`src/hw/iet_pkg.sv`:
```
/*
  Package of the interrupt and event transfer controller: register map,
  field positions, timing figures, state encoding and carrier structs.
  Assumes a 32-bit APB slave port and a CPU core on the service side.
*/
package iet_pkg;

  localparam int NSRC = 16;
  localparam int NCHN = 8;
  localparam int SRC_W = 4;
  localparam int CHN_W = 3;
  localparam int PRIO_W = 4;
  localparam int TRAP_W = 7;
  localparam int ADDR_W = 16;
  localparam int CNT_W = 8;
  localparam int VEC_W = 16;

  // Register map, byte addresses
  localparam logic [3:0]  REGION_SRC  = 4'h0;
  localparam logic [3:0]  REGION_CHN  = 4'h1;
  localparam logic [11:0] ADDR_STAT   = 12'h200;
  localparam logic [11:0] ADDR_MASK   = 12'h204;
  localparam logic [11:0] ADDR_STATE  = 12'h208;
  localparam logic [1:0]  CHN_WORD_CTL = 2'h0;
  localparam logic [1:0]  CHN_WORD_SRC = 2'h1;
  localparam logic [1:0]  CHN_WORD_DST = 2'h2;

  // Source control register fields
  localparam int SC_PRIO_LSB = 0;
  localparam int SC_EN_BIT   = 6;
  localparam int SC_REQ_BIT  = 7;
  localparam int SC_XFER_BIT = 8;
  localparam int SC_CHN_LSB  = 9;

  // Channel control register fields
  localparam int CC_CNT_LSB  = 0;
  localparam int CC_CONT_BIT = 8;
  localparam int CC_WORD_BIT = 9;
  localparam int CC_DST_BIT  = 10;

  // Status and mask bits
  localparam int ST_XFER_BIT = 0;
  localparam int ST_ZERO_BIT = 1;
  localparam int ST_ACK_BIT  = 2;
  localparam int ST_W        = 3;

  // Vectors: trap number times four
  localparam logic [TRAP_W-1:0] SRC_TRAP_BASE = 7'h10;
  localparam logic [ADDR_W-1:0] STEP_BYTE = 16'h0001;
  localparam logic [ADDR_W-1:0] STEP_WORD = 16'h0002;

  // Response time
  localparam int CLK_MHZ    = 100;
  localparam int LAT_MIN_NS = 125;
  localparam int LAT_MAX_NS = 300;
  localparam int LAT_MIN_CYC = (LAT_MIN_NS * CLK_MHZ + 999) / 1000;
  localparam int LAT_MAX_CYC = (LAT_MAX_NS * CLK_MHZ) / 1000;
  localparam int LAT_W = 5;
  localparam logic [LAT_W-1:0] LAT_WAIT = LAT_W'(LAT_MIN_CYC - 1);

  typedef enum logic [1:0] {
    ST_IDLE = 2'b00,
    ST_WAIT = 2'b01,
    ST_PRES = 2'b11,
    ST_XFER = 2'b10
  } iet_state_e;

  typedef struct packed {
    logic              xfer;
    logic [CHN_W-1:0]  chan;
    logic              req;
    logic              en;
    logic [PRIO_W-1:0] prio;
  } iet_src_s;

  typedef struct packed {
    logic [ADDR_W-1:0] src;
    logic [ADDR_W-1:0] dst;
    logic [CNT_W-1:0]  cnt;
    logic              cont;
    logic              word;
    logic              inc_dst;
  } iet_chn_s;

  typedef struct packed {
    logic              req;
    logic [VEC_W-1:0]  vec;
    logic [PRIO_W-1:0] lvl;
  } iet_irq_s;

  typedef struct packed {
    logic              req;
    logic [ADDR_W-1:0] src;
    logic [ADDR_W-1:0] dst;
    logic              word;
  } iet_xfer_s;

endpackage

```
`src/hw/iet_prio_sel.sv`:
```
/*
  Priority selector: picks the highest priority among candidate sources.
  Assumes candidates are already filtered by enable and level; on equal
  priority the lowest source index wins.
*/
`timescale 1ns/100ps
`default_nettype none

module iet_prio_sel (
  input  wire logic [iet_pkg::NSRC-1:0]                     cand,
  input  wire logic [iet_pkg::NSRC-1:0][iet_pkg::PRIO_W-1:0] prio,
  output logic                                              valid,
  output logic [iet_pkg::SRC_W-1:0]                         idx,
  output logic [iet_pkg::PRIO_W-1:0]                        lvl
);

  always_comb begin
    valid = 1'b0;
    idx   = '0;
    lvl   = '0;
    for (int i = iet_pkg::NSRC - 1; i >= 0; i--) begin
      if (cand[i] && (!valid || prio[i] >= lvl)) begin
        valid = 1'b1;
        idx   = iet_pkg::SRC_W'(i);
        lvl   = prio[i];
      end
    end
  end

endmodule // iet_prio_sel

`default_nettype wire

```
`src/hw/iet_ctrl.sv`:
```
/*
  Interrupt and event transfer controller: per-source control registers,
  priority arbitration against the CPU level, vectored interrupts, trap
  vectors and eight one-cycle event transfer channels, APB register port.
  Assumes the CPU performs a requested transfer in the cycle it is shown,
  reports its running level on cpu_ilvl and pulses cpu_ack on service start.
*/
// Behaviour
// - Each request is served as an interrupt or as an event transfer.
// - An event transfer steals one cycle; no program suspension or vector.
// - A transfer moves byte or word, then bumps source or destination pointer.
// - Transfer counter decrements per service unless continuous mode is set.
// - Counter at zero turns the request into a standard vectored interrupt.
// - Eight independent channels, each with pointers and a counter.
// - Each source has a control register: request, enable, priority.
// - Priority field selects one of sixteen levels.
// - Running service is preempted only by strictly higher priority.
// - Standard interrupts branch to a vector dedicated to each source.
// - Trap instruction with a trap number selects the matching vector.
// - Request to service latency 125ns to 300ns; event transfers here start two cycles (20ns) after src_req.
`timescale 1ns/100ps
`default_nettype none

module iet_ctrl (
  input  wire logic                          pclk,
  input  wire logic                          presetn,
  input  wire logic                          psel,
  input  wire logic                          penable,
  input  wire logic                          pwrite,
  input  wire logic [11:0]                   paddr,
  input  wire logic [31:0]                   pwdata,
  output logic [31:0]                        prdata,
  output logic                               pready,
  output logic                               pslverr,
  input  wire logic [iet_pkg::NSRC-1:0]      src_req,
  input  wire logic [iet_pkg::PRIO_W-1:0]    cpu_ilvl,
  input  wire logic                          cpu_ack,
  input  wire logic                          trap_valid,
  input  wire logic [iet_pkg::TRAP_W-1:0]    trap_num,
  output iet_pkg::iet_irq_s                  irq,
  output iet_pkg::iet_xfer_s                 xfer,
  output logic                               int_out
);

  iet_pkg::iet_src_s [iet_pkg::NSRC-1:0]  src_reg;
  iet_pkg::iet_src_s [iet_pkg::NSRC-1:0]  src_next;
  iet_pkg::iet_chn_s [iet_pkg::NCHN-1:0]  chn_reg;
  iet_pkg::iet_chn_s [iet_pkg::NCHN-1:0]  chn_next;
  iet_pkg::iet_state_e                    state_reg;
  iet_pkg::iet_state_e                    state_next;
  iet_pkg::iet_irq_s                      irq_reg;
  iet_pkg::iet_xfer_s                     xfer_reg;
  logic [iet_pkg::SRC_W-1:0]              cur_reg;
  logic                                   trap_sel_reg;
  logic                                   trap_pend_reg;
  logic [iet_pkg::TRAP_W-1:0]             trap_no_reg;
  logic [iet_pkg::LAT_W-1:0]              lat_reg;
  logic [iet_pkg::ST_W-1:0]               stat_reg;
  logic [iet_pkg::ST_W-1:0]               mask_reg;
  logic [iet_pkg::ST_W-1:0]               stat_next;
  logic [31:0]                            prdata_reg;
  logic                                   pready_reg;
  logic                                   pslverr_reg;
  logic                                   int_reg;

  // APB decode
  wire logic       setup    = psel && !penable;
  wire logic       acc      = psel && penable && pready_reg;
  wire logic       wr       = acc && pwrite;
  wire logic [3:0] region   = paddr[11:8];
  wire logic       hit_src  = (region == iet_pkg::REGION_SRC) && (paddr[7:6] == 2'b00);
  wire logic       hit_chn  = (region == iet_pkg::REGION_CHN) && !paddr[7]
                              && (paddr[3:2] != 2'b11);
  wire logic       hit_stat = (paddr == iet_pkg::ADDR_STAT);
  wire logic       hit_mask = (paddr == iet_pkg::ADDR_MASK);
  wire logic       hit_st   = (paddr == iet_pkg::ADDR_STATE);
  wire logic       hit      = hit_src || hit_chn || hit_stat || hit_mask || hit_st;
  wire logic [iet_pkg::SRC_W-1:0] a_src = paddr[5:2];
  wire logic [iet_pkg::CHN_W-1:0] a_chn = paddr[6:4];
  wire logic [1:0]                a_wrd = paddr[3:2];
  wire logic       rd_stat  = acc && !pwrite && hit_stat;

  // Arbitration inputs
  logic [iet_pkg::NSRC-1:0]                      cand;
  logic [iet_pkg::NSRC-1:0][iet_pkg::PRIO_W-1:0] prio_v;
  logic                                          win_valid;
  logic [iet_pkg::SRC_W-1:0]                     win_idx;
  logic [iet_pkg::PRIO_W-1:0]                    win_lvl;

  iet_prio_sel u_sel (
    .cand  (cand),
    .prio  (prio_v),
    .valid (win_valid),
    .idx   (win_idx),
    .lvl   (win_lvl)
  );

  wire iet_pkg::iet_src_s win_src = src_reg[win_idx];
  wire iet_pkg::iet_chn_s win_chn = chn_reg[win_src.chan];
  wire logic win_xfer = win_src.xfer && (win_chn.cont || (win_chn.cnt != '0));
  wire iet_pkg::iet_src_s cur_src = src_reg[cur_reg];
  wire logic cur_live = cur_src.req && cur_src.en && (cur_src.prio > cpu_ilvl);
  wire logic xfer_done = (state_reg == iet_pkg::ST_XFER);
  wire logic svc_ack   = (state_reg == iet_pkg::ST_PRES) && cpu_ack;
  wire iet_pkg::iet_chn_s cur_chn = chn_reg[cur_src.chan];
  wire logic zero_hit  = xfer_done && !cur_chn.cont && (cur_chn.cnt == iet_pkg::CNT_W'(1));

  // Per-source control registers
  for (genvar g = 0; g < iet_pkg::NSRC; g++) begin : g_src
    wire logic wr_this = wr && hit_src && (a_src == iet_pkg::SRC_W'(g));
    wire logic clr     = (xfer_done || (svc_ack && !trap_sel_reg))
                         && (cur_reg == iet_pkg::SRC_W'(g));
    assign cand[g]   = src_reg[g].req && src_reg[g].en && (src_reg[g].prio > cpu_ilvl);
    assign prio_v[g] = src_reg[g].prio;
    always_comb begin
      src_next[g] = src_reg[g];
      if (wr_this) begin
        src_next[g].prio = pwdata[iet_pkg::SC_PRIO_LSB +: iet_pkg::PRIO_W];
        src_next[g].en   = pwdata[iet_pkg::SC_EN_BIT];
        src_next[g].req  = pwdata[iet_pkg::SC_REQ_BIT];
        src_next[g].xfer = pwdata[iet_pkg::SC_XFER_BIT];
        src_next[g].chan = pwdata[iet_pkg::SC_CHN_LSB +: iet_pkg::CHN_W];
      end else if (clr) begin
        src_next[g].req = 1'b0;
      end
      if (src_req[g]) begin
        src_next[g].req = 1'b1;
      end
    end
    always_ff @(posedge pclk or negedge presetn) begin
      if (!presetn) begin
        src_reg[g] <= '0;
      end else begin
        src_reg[g] <= src_next[g];
      end
    end
  end

  // Per-channel pointers and counters
  for (genvar c = 0; c < iet_pkg::NCHN; c++) begin : g_chn
    wire logic wr_c = wr && hit_chn && (a_chn == iet_pkg::CHN_W'(c));
    wire logic upd  = xfer_done && (cur_src.chan == iet_pkg::CHN_W'(c));
    wire logic [iet_pkg::ADDR_W-1:0] step = chn_reg[c].word ? iet_pkg::STEP_WORD
                                                           : iet_pkg::STEP_BYTE;
    always_comb begin
      chn_next[c] = chn_reg[c];
      if (wr_c && (a_wrd == iet_pkg::CHN_WORD_CTL)) begin
        chn_next[c].cnt     = pwdata[iet_pkg::CC_CNT_LSB +: iet_pkg::CNT_W];
        chn_next[c].cont    = pwdata[iet_pkg::CC_CONT_BIT];
        chn_next[c].word    = pwdata[iet_pkg::CC_WORD_BIT];
        chn_next[c].inc_dst = pwdata[iet_pkg::CC_DST_BIT];
      end else if (wr_c && (a_wrd == iet_pkg::CHN_WORD_SRC)) begin
        chn_next[c].src = pwdata[iet_pkg::ADDR_W-1:0];
      end else if (wr_c && (a_wrd == iet_pkg::CHN_WORD_DST)) begin
        chn_next[c].dst = pwdata[iet_pkg::ADDR_W-1:0];
      end else if (upd) begin
        if (chn_reg[c].inc_dst) begin
          chn_next[c].dst = chn_reg[c].dst + step;
        end else begin
          chn_next[c].src = chn_reg[c].src + step;
        end
        if (!chn_reg[c].cont) begin
          chn_next[c].cnt = chn_reg[c].cnt - iet_pkg::CNT_W'(1);
        end
      end
    end
    always_ff @(posedge pclk or negedge presetn) begin
      if (!presetn) begin
        chn_reg[c] <= '0;
      end else begin
        chn_reg[c] <= chn_next[c];
      end
    end
  end

  // Service sequencer
  always_comb begin
    state_next = state_reg;
    case (state_reg)
      iet_pkg::ST_IDLE: begin
        if (trap_pend_reg) begin
          state_next = iet_pkg::ST_PRES;
        end else if (win_valid && win_xfer) begin
          state_next = iet_pkg::ST_XFER;
        end else if (win_valid) begin
          state_next = iet_pkg::ST_WAIT;
        end
      end
      iet_pkg::ST_WAIT: begin
        if (!cur_live) begin
          state_next = iet_pkg::ST_IDLE;
        end else if (lat_reg == iet_pkg::LAT_WAIT) begin
          state_next = iet_pkg::ST_PRES;
        end
      end
      iet_pkg::ST_PRES: begin
        if (cpu_ack) begin
          state_next = iet_pkg::ST_IDLE;
        end
      end
      default: begin
        state_next = iet_pkg::ST_IDLE;
      end
    endcase
  end

  wire logic [iet_pkg::TRAP_W-1:0] src_trap = iet_pkg::SRC_TRAP_BASE
                                              + iet_pkg::TRAP_W'(cur_reg);
  wire logic enter_idle_pick = (state_reg == iet_pkg::ST_IDLE) && !trap_pend_reg && win_valid;

  always_ff @(posedge pclk or negedge presetn) begin
    if (!presetn) begin
      state_reg     <= iet_pkg::ST_IDLE;
      cur_reg       <= '0;
      trap_sel_reg  <= 1'b0;
      trap_pend_reg <= 1'b0;
      trap_no_reg   <= '0;
      lat_reg       <= '0;
      irq_reg       <= '0;
      xfer_reg      <= '0;
    end else begin
      state_reg <= state_next;
      if (trap_valid) begin
        trap_pend_reg <= 1'b1;
        trap_no_reg   <= trap_num;
      end else if ((state_reg == iet_pkg::ST_IDLE) && trap_pend_reg) begin
        trap_pend_reg <= 1'b0;
      end
      if (enter_idle_pick) begin
        cur_reg <= win_idx;
      end
      if ((state_reg == iet_pkg::ST_IDLE) && trap_pend_reg) begin
        trap_sel_reg <= 1'b1;
        irq_reg.req  <= 1'b1;
        irq_reg.vec  <= {7'h00, trap_no_reg, 2'b00};
        irq_reg.lvl  <= cpu_ilvl;
      end else if ((state_reg == iet_pkg::ST_WAIT) && (state_next == iet_pkg::ST_PRES)) begin
        trap_sel_reg <= 1'b0;
        irq_reg.req  <= 1'b1;
        irq_reg.vec  <= {7'h00, src_trap, 2'b00};
        irq_reg.lvl  <= cur_src.prio;
      end else if (svc_ack) begin
        irq_reg.req <= 1'b0;
      end
      lat_reg <= (state_reg == iet_pkg::ST_WAIT) ? lat_reg + iet_pkg::LAT_W'(1) : '0;
      if (enter_idle_pick && win_xfer) begin
        xfer_reg.req  <= 1'b1;
        xfer_reg.src  <= win_chn.src;
        xfer_reg.dst  <= win_chn.dst;
        xfer_reg.word <= win_chn.word;
      end else begin
        xfer_reg.req <= 1'b0;
      end
    end
  end

  // Sticky events; a read clears only the bits it returned, a new event wins
  wire logic [iet_pkg::ST_W-1:0] ev = {svc_ack, zero_hit, xfer_done};
  assign stat_next = ev | (stat_reg & ~(rd_stat ? prdata_reg[iet_pkg::ST_W-1:0] : '0));

  // Read-back places each field where the write decode takes it
  wire iet_pkg::iet_src_s rs = src_reg[a_src];
  wire logic [31:0] rd_src_w = {20'h0_0000, rs.chan, rs.xfer, rs.req, rs.en, 2'b00,
                                rs.prio};
  wire iet_pkg::iet_chn_s rc = chn_reg[a_chn];
  wire logic [31:0] rd_ctl_w = {21'h00_0000, rc.inc_dst, rc.word, rc.cont, rc.cnt};
  wire logic [31:0] rd_chn_w = (a_wrd == iet_pkg::CHN_WORD_CTL) ? rd_ctl_w :
                               (a_wrd == iet_pkg::CHN_WORD_SRC) ? {16'h0000, rc.src} :
                                                                  {16'h0000, rc.dst};
  wire logic [31:0] rd_st_w  = {23'h00_0000, trap_sel_reg, cur_reg, 2'b00,
                                state_reg};
  logic [31:0] rd_data;
  always_comb begin
    if (hit_src) begin
      rd_data = rd_src_w;
    end else if (hit_chn) begin
      rd_data = rd_chn_w;
    end else if (hit_stat) begin
      rd_data = {29'h0000_0000, stat_reg};
    end else if (hit_mask) begin
      rd_data = {29'h0000_0000, mask_reg};
    end else if (hit_st) begin
      rd_data = rd_st_w;
    end else begin
      rd_data = '0;
    end
  end

  always_ff @(posedge pclk or negedge presetn) begin
    if (!presetn) begin
      stat_reg    <= '0;
      mask_reg    <= '0;
      prdata_reg  <= '0;
      pready_reg  <= 1'b0;
      pslverr_reg <= 1'b0;
      int_reg     <= 1'b0;
    end else begin
      stat_reg    <= stat_next;
      pready_reg  <= setup;
      pslverr_reg <= setup && !hit;
      prdata_reg  <= (setup && !pwrite) ? rd_data : '0;
      int_reg     <= |(stat_next & mask_reg);
      if (wr && hit_mask) begin
        mask_reg <= pwdata[iet_pkg::ST_W-1:0];
      end
    end
  end

  assign prdata  = prdata_reg;
  assign pready  = pready_reg;
  assign pslverr = pslverr_reg;
  assign irq     = irq_reg;
  assign xfer    = xfer_reg;
  assign int_out = int_reg;

endmodule // iet_ctrl

`default_nettype wire

```
`config.mk`:
```
export PLATFORM = sky130hd
export DESIGN_NAME = iet_ctrl
export DESIGN_NICKNAME = d
export VERILOG_FILES = /design/src/hw/iet_pkg.sv /design/src/hw/iet_prio_sel.sv /design/src/hw/iet_ctrl.sv
export SDC_FILE = /design/constraint.sdc
export NUM_CORES = 2
export LEC_CHECK = 0
export ABC_AREA = 1
export BUFFER_PORTS_ARGS = -buffer_cell sky130_fd_sc_hd__buf_2
export CORE_ASPECT_RATIO = 1.25
export CORE_MARGIN = 4
export CORE_UTILIZATION = 35
export DETAILED_ROUTE_END_ITERATION = 8
export SLEW_MARGIN = 10
export SYNTH_ARGS = -nofsm -noshare
export SYNTH_HDL_FRONTEND = slang
export SYNTH_SLANG_ARGS = --single-unit
```
`constraint.sdc`:
```
create_clock -name pclk -period 47.3 [get_ports pclk]
set_input_delay 9.46 -clock pclk [delete_from_list [all_inputs] [get_ports pclk]]
set_output_delay 9.46 -clock pclk [all_outputs]
set_load 0.02 [all_outputs]
```
After elaboration in Yosys (flattened, before gate mapping). Cells that the tools add are included.

Input bits: 78. Output and inout port bits: 90. Register bits after elaboration: 620.

Reductions and logical operators: 274. Bitwise operators: 20. Mux-type cells: 221. Eq/ne operators: 97. Add/sub/neg operators: 26. $lt $le $gt $ge: 38.

Operators with widths (number): 2-to-1 mux 16 bit (44); binary-select mux 43 bit (select 3 bit) (3); 2-to-1 mux 40 bit (8); adder 16 x 2 -> 16 bit (16); 2-to-1 mux 8 bit (32); logical AND 1 bit (146); 2-to-1 mux 4 bit (31); binary-select mux 10 bit (select 4 bit) (3); AND reduction 4 bit (24); 2-to-1 mux 43 bit (2); 2-to-1 mux 1 bit (71); greater-than comparator 4 bit (17); nonzero test 2 bit (34); equality test 4 bit, second input constant (16); subtractor 8 x 1 -> 8 bit, second input constant (8); greater-or-equal comparator 4 bit (15); nonzero test 3 bit (17); inequality test 2 bit, second input constant (25); equality test 12 x 10 -> 1 bit, second input constant (3); 2-to-1 mux 9 bit (4); equality test 4 x 3 -> 1 bit, second input constant (8); 2-to-1 mux 32 bit (1); inequality test 2 x 1 -> 1 bit, second input constant (16); 2-to-1 mux 2 bit (14); 31 further kinds (118).

Depth between registers and ports, before layout.
Word-level depth: 78. Mapped depth: 184.

Hierarchy. A second synthesis with hierarchy kept.

Cells, all modules: 6586. Area total of the unflattened synthesis: 45050.7 µm².

Modules (own cells, without submodules): iet_ctrl (area an instance 42438.2 µm², cells an instance 6142, times used 1); iet_prio_sel (area an instance 2612.5 µm², cells an instance 444, times used 1).

Least setup slack after synthesis. No wires, ideal clock.

Kind: input to register. From: in cpu_ilvl[3] (netlist name). To: reg xfer_reg, in the netlist xfer[0]. Cell stages on the path: 166. Required time: 47.183 ns. Data arrival time: 27.820 ns. Library setup time: 0.117 ns. Setup slack: 19.362 ns. Cells stage by stage: inv_1 > ha_1 > nand2_2 > o21bai_4 > inv_2 > nand2_4 > nor2_1 > inv_1 > ha_1 > nand2_1 > inv_1 > nand2_1 > nand3_1 > o21ai_2 > inv_1 > o21ai_0 > inv_1 > ha_1 > [... 130 more ...] > a21oi_1 > nand2_1 > nand2_1 > nand2_2 > a31oi_2 > buf_4 > nand3_1 > nand3_1 > nand3_2 > nand2_2 > nand3_1 > nand3_1 > nand2_2 > nor2_8 > nand3_4 > buf_6 > nand2_1 > nand2_1.

Word-level cells in the longest chain between the ends: 71.

RTL lines: from (decl) (line iet_ctrl.sv:36) `input wire logic [iet_pkg::PRIO_W-1:0] cpu_ilvl,`; greater-than comparator 4 bit (line iet_ctrl.sv:113) `assign cand[g] = src_reg[g].req && src_reg[g].en && (src_reg[g].prio > cpu_ilvl);`; logical AND 1 bit (line iet_ctrl.sv:113); 2-to-1 mux 4 bit or 2-to-1 mux 1 bit (tied branches) (line iet_prio_sel.sv:22) `if (cand[i] && (!valid || prio[i] >= lvl)) begin`; greater-or-equal comparator 4 bit or zero test 1 bit (tied branches) (line iet_prio_sel.sv:22); logical OR 1 bit (line iet_prio_sel.sv:22); logical AND 1 bit (line iet_prio_sel.sv:22); 2-to-1 mux 4 bit or 2-to-1 mux 1 bit (tied branches) (line iet_prio_sel.sv:22); greater-or-equal comparator 4 bit or zero test 1 bit (tied branches) (line iet_prio_sel.sv:22); [... 55 more ...]; binary-select mux 10 bit (select 4 bit) (line iet_ctrl.sv:98) `wire iet_pkg::iet_src_s win_src = src_reg[win_idx];`; 2-to-1 mux 10 bit (implied by the code) (line iet_ctrl.sv:98); binary-select mux 43 bit (select 3 bit) (line iet_ctrl.sv:99) `wire iet_pkg::iet_chn_s win_chn = chn_reg[win_src.chan];`; 2-to-1 mux 43 bit (implied by the code) (line iet_ctrl.sv:99); nonzero test 8 bit (line iet_ctrl.sv:100) `wire logic win_xfer = win_src.xfer && (win_chn.cont || (win_chn.cnt != '0));`; logical OR 1 bit (line iet_ctrl.sv:100); logical AND 1 bit (line iet_ctrl.sv:100); logical AND 1 bit (line iet_ctrl.sv:246) `if (enter_idle_pick && win_xfer) begin`; to (decl) (line iet_ctrl.sv:52) `iet_pkg::iet_xfer_s xfer_reg;`.

Parallel ways exist; a longest one is shown, timed or not. The select of a mux whose other input is x is not followed. A chain may end at the register's enable or synchronous reset.

Worst setup path in the final report.
From: in cpu_ilvl[2] (netlist name). To: reg xfer_reg, in the netlist xfer[16].

The elaborated chain is that of the path after synthesis.

==> results by group <==
Die
  – Die W: 322 um
  – Die Y: 401 um
  – Initial Utilization: 0.354
  – # IOs: 168
  – FP Rows: 143
  – Core Box Area: 122,000 um^2
  – Die area: 129,000 um^2

Pwr
  – PD cells: 46.2 nW/um^2
  – P_leak: 0.0220 uW
  – Comb power frac: 0.415
  – Sw Ratio: 0.448
  – Switching power: 988 uW
  – Max VDD drop: 0.0354 mV
  – Clock Power Share: 0.281
  – Flop pwr share: 0.303
  – Internal: 1220 uW

Setup path
  – Crit-path slowest cell: buf_4
  – CP endpoint kind: flop
  – Startpoint types: input port
  – Critical Path AT: 33.69 ns
  – Critical Path Fanout Max: 93
  – Crit path top cell by count: nand2_1
  – Worst Path Required: 47.83 ns
  – Crit Path Category: input port to flop
  – Worst path max stage delay: 0.94 ns

Finish
  – Net total in the final layout: 6,293
  – Area grow syn2layout: 10.6%
  – FF/Latch Area: 14,900 um^2
  – Multi-input gate area: 24,300 um^2
  – Non-Filler Instances: 7,693
  – Largest register FFs: 344
  – Filler Cell Count: 12,800
  – Layout cell share with drive strength beyond 1: 0.0718

Global route
  – GRT Util Overall: 0.289
  – First-pass GRT wire length: 282,000 um
  – Initial antenna violation count: 10
  – Vias in the first global route: 43,100
  – Pin count of the biggest net entering global routing: 150
  – Gr ovfl total: 0

Placement
  – Placed cells: 7,556
  – GP Congestion: 1.00
  – PortBufs: 126
  – Dpl hpwl: 133,000 um

Synthesis
  – Cells after synthesis: 6,084
  – Post-synthesis sequential area ratio: 0.345
  – Number of synthesized flops with an enable pin: 0
  – Synth warnings: 0
  – Syn_area_per_cell: 7.10 um^2
  – Ys flop type: dfrtp_1
  – Synthesized cell area: 43,200 um^2
  – Synth async-reset ratio: 1.00
  – Post-synth cell types: 67
  – Yosys reg bits: 595

Clock tree
  – TritonCTS sink count: 595
  – Clock slew at the register clock pins of the worst setup and hold paths: 0.06 ns
  – H-tree levels: 3
  – Clock tree buffer depth: 3
  – Cts repair resizes: 0
  – # Post-CTS Setup Buffers: 0
  – TritonCTS clock tree: done
  – Inserted Clock Buffers: 73
  – Clk root buf: clkbuf_16
  – # hold bufs at CTS: 0
  – Clock Latency Late Sink: 0.67 ns

Timing
  – Clock skew: 0.0479 ns
  – Highest clock rate: 30.2 MHz
  – RSZ-0062 raised after global routing: false
  – Slew headroom: 0.157
  – Worst Tran Pin Value: 1.25 ns
  – Final count of hold timing violations: 0
  – Pins over their slew limit: 0
  – # setup viols final: 0
  – Final worst path period need: 33.16 ns
  – Tcrit/Tclk final: 0.701
  – Fin Setup TNS: 0 ns

Detailed routing
  – Routed Antenna Nets: 0
  – Final WL: 193,000 um
  – Drt wl/cell: 25.0 um
  – Via density: 5.96
  – TritonRoute pass-1 iters: 9
  – Drt initial violations: 5,253
  – DRC violations left: 0
  – Via count: 45,800

Status
  – Status: completed

Worst hold path
  – Worst hold-check path type: flop to flop

Job
  – Max cap viols: 0
[worst paths after layout]
path	from	endpoint	slack (ns)	cells after the start
setup / recovery	cpu_ilvl[2]	xfer[16]	14.14	165
hold / removal	xfer[4]	xfer[4]	0.47	2
setup reg to reg	prio_v[63]	xfer[16]	22.97	162
hold reg to reg	xfer[4]	xfer[4]	0.47	2
max in group asynchronous	presetn	prio_v[50]	36.14	3
min in group asynchronous	presetn	chn_reg[269]	8.85	1
[power by group through the flow]
| stage | registers, uW | clock network [uW] | logic [uW] |
|---|---|---|---|
| after CTS | 668 | 623 | 893 |
| after detailed placement | 675 | 0 | 890 |
| after global routing | 679 | 645 | 987 |
| after floorplan | 673 | 0 | 554 |
| after global placement | 674 | 0 | 879 |
| final | 669 | 621 | 917 |
[per-layer routing]
layer / track usage / vias to the layer above / routed length [um]
li1: - / 20600 / -
met1: 0.345 / 21900 / 70400
met2: 0.444 / 2602 / 84600
met3: 0.0601 / 755 / 18000
met4: 0.242 / 4 / 19600
met5: 0 / - / 30
[critical path, delay by kind of cell]
family,cells,cell delay [ns]
compound gates,49,6.92
buf+inv,20,2.77
fa+ha+maj,16,4.65
simple gates,80,9.57
[cells by family after synthesis]
group / after synthesis / synth area share
AO/OA/AOI/OAI: 1488 / 0.208
XOR/XNOR: 196 / 0.0397
adder cells (fa/ha/maj): 179 / 0.0546
buffers and inverters: 1076 / 0.0976
flip-flops: 595 / 0.345
multiplexers: 7 / 0.00174
other: 1 / 0.0000868
AND/OR/NAND/NOR: 2542 / 0.253
[layout make-up]
type                            count  area share
Antenna cell                        8    0.000419
Sequential cell                   595       0.312
Multi-Input combinational cell   4437       0.508
Tap cell                         1595      0.0418
Inverter                          715      0.0562
Clock buffer                      100      0.0455
Clock inverter                     29     0.00838
Timing Repair Buffer              214      0.0278
[layout by cell type (no fill, tap or decap), types with 86 or more instances in the layout]
cell      netlist  final
nand2_1      1381   1379
o21ai_0       703    703
inv_1         679    673
dfrtp_1       595    595
nand3_1       531    531
nor2_1        344    334
o22ai_1       193    193
xor2_1        188    188
a21oi_1       171    171
ha_1          163    163
buf_2          36    125
o211ai_1      105    105
nor3_1         97     95
buf_4          27     86
[synthesized netlist by cell type, drive strengths merged, types with 21 or more instances]
cell | n | share of area
a21oi | 171 | 0.020
a221oi | 38 | 0.0077
a22oi | 53 | 0.0092
a31oi | 31 | 0.0046
buf | 100 | 0.013
clkbuf | 261 | 0.023
dfrtp | 595 | 0.34
ha | 163 | 0.047
inv | 697 | 0.061
nand2 | 1405 | 0.12
nand3 | 542 | 0.064
nand4 | 78 | 0.011
nor2 | 351 | 0.031
nor3 | 99 | 0.012
nor4 | 29 | 0.0042
o2111ai | 21 | 0.0043
o211ai | 105 | 0.018
o21ai | 707 | 0.082
o221ai | 68 | 0.014
o22ai | 193 | 0.028
o311ai | 30 | 0.0061
xor2 | 188 | 0.038
[per-stage QoR]
step	util	total power (uW)	worst slack (ns)	hold slack (ns)	instance area, um^2
6_report	0.391	2210	14.14	0.465	47800
3_5_place_dp	0.370	1570	13.66	0.455	45200
3_3_place_gp	0.370	1550	13.86	0.452	45200
4_1_cts	0.391	2180	14.28	0.470	47700
2_1_floorplan	-	1230	19.36	0.453	43300
5_1_grt	0.391	2310	11.17	0.497	47700
Note: power is estimated with default switching activity, not from simulation.
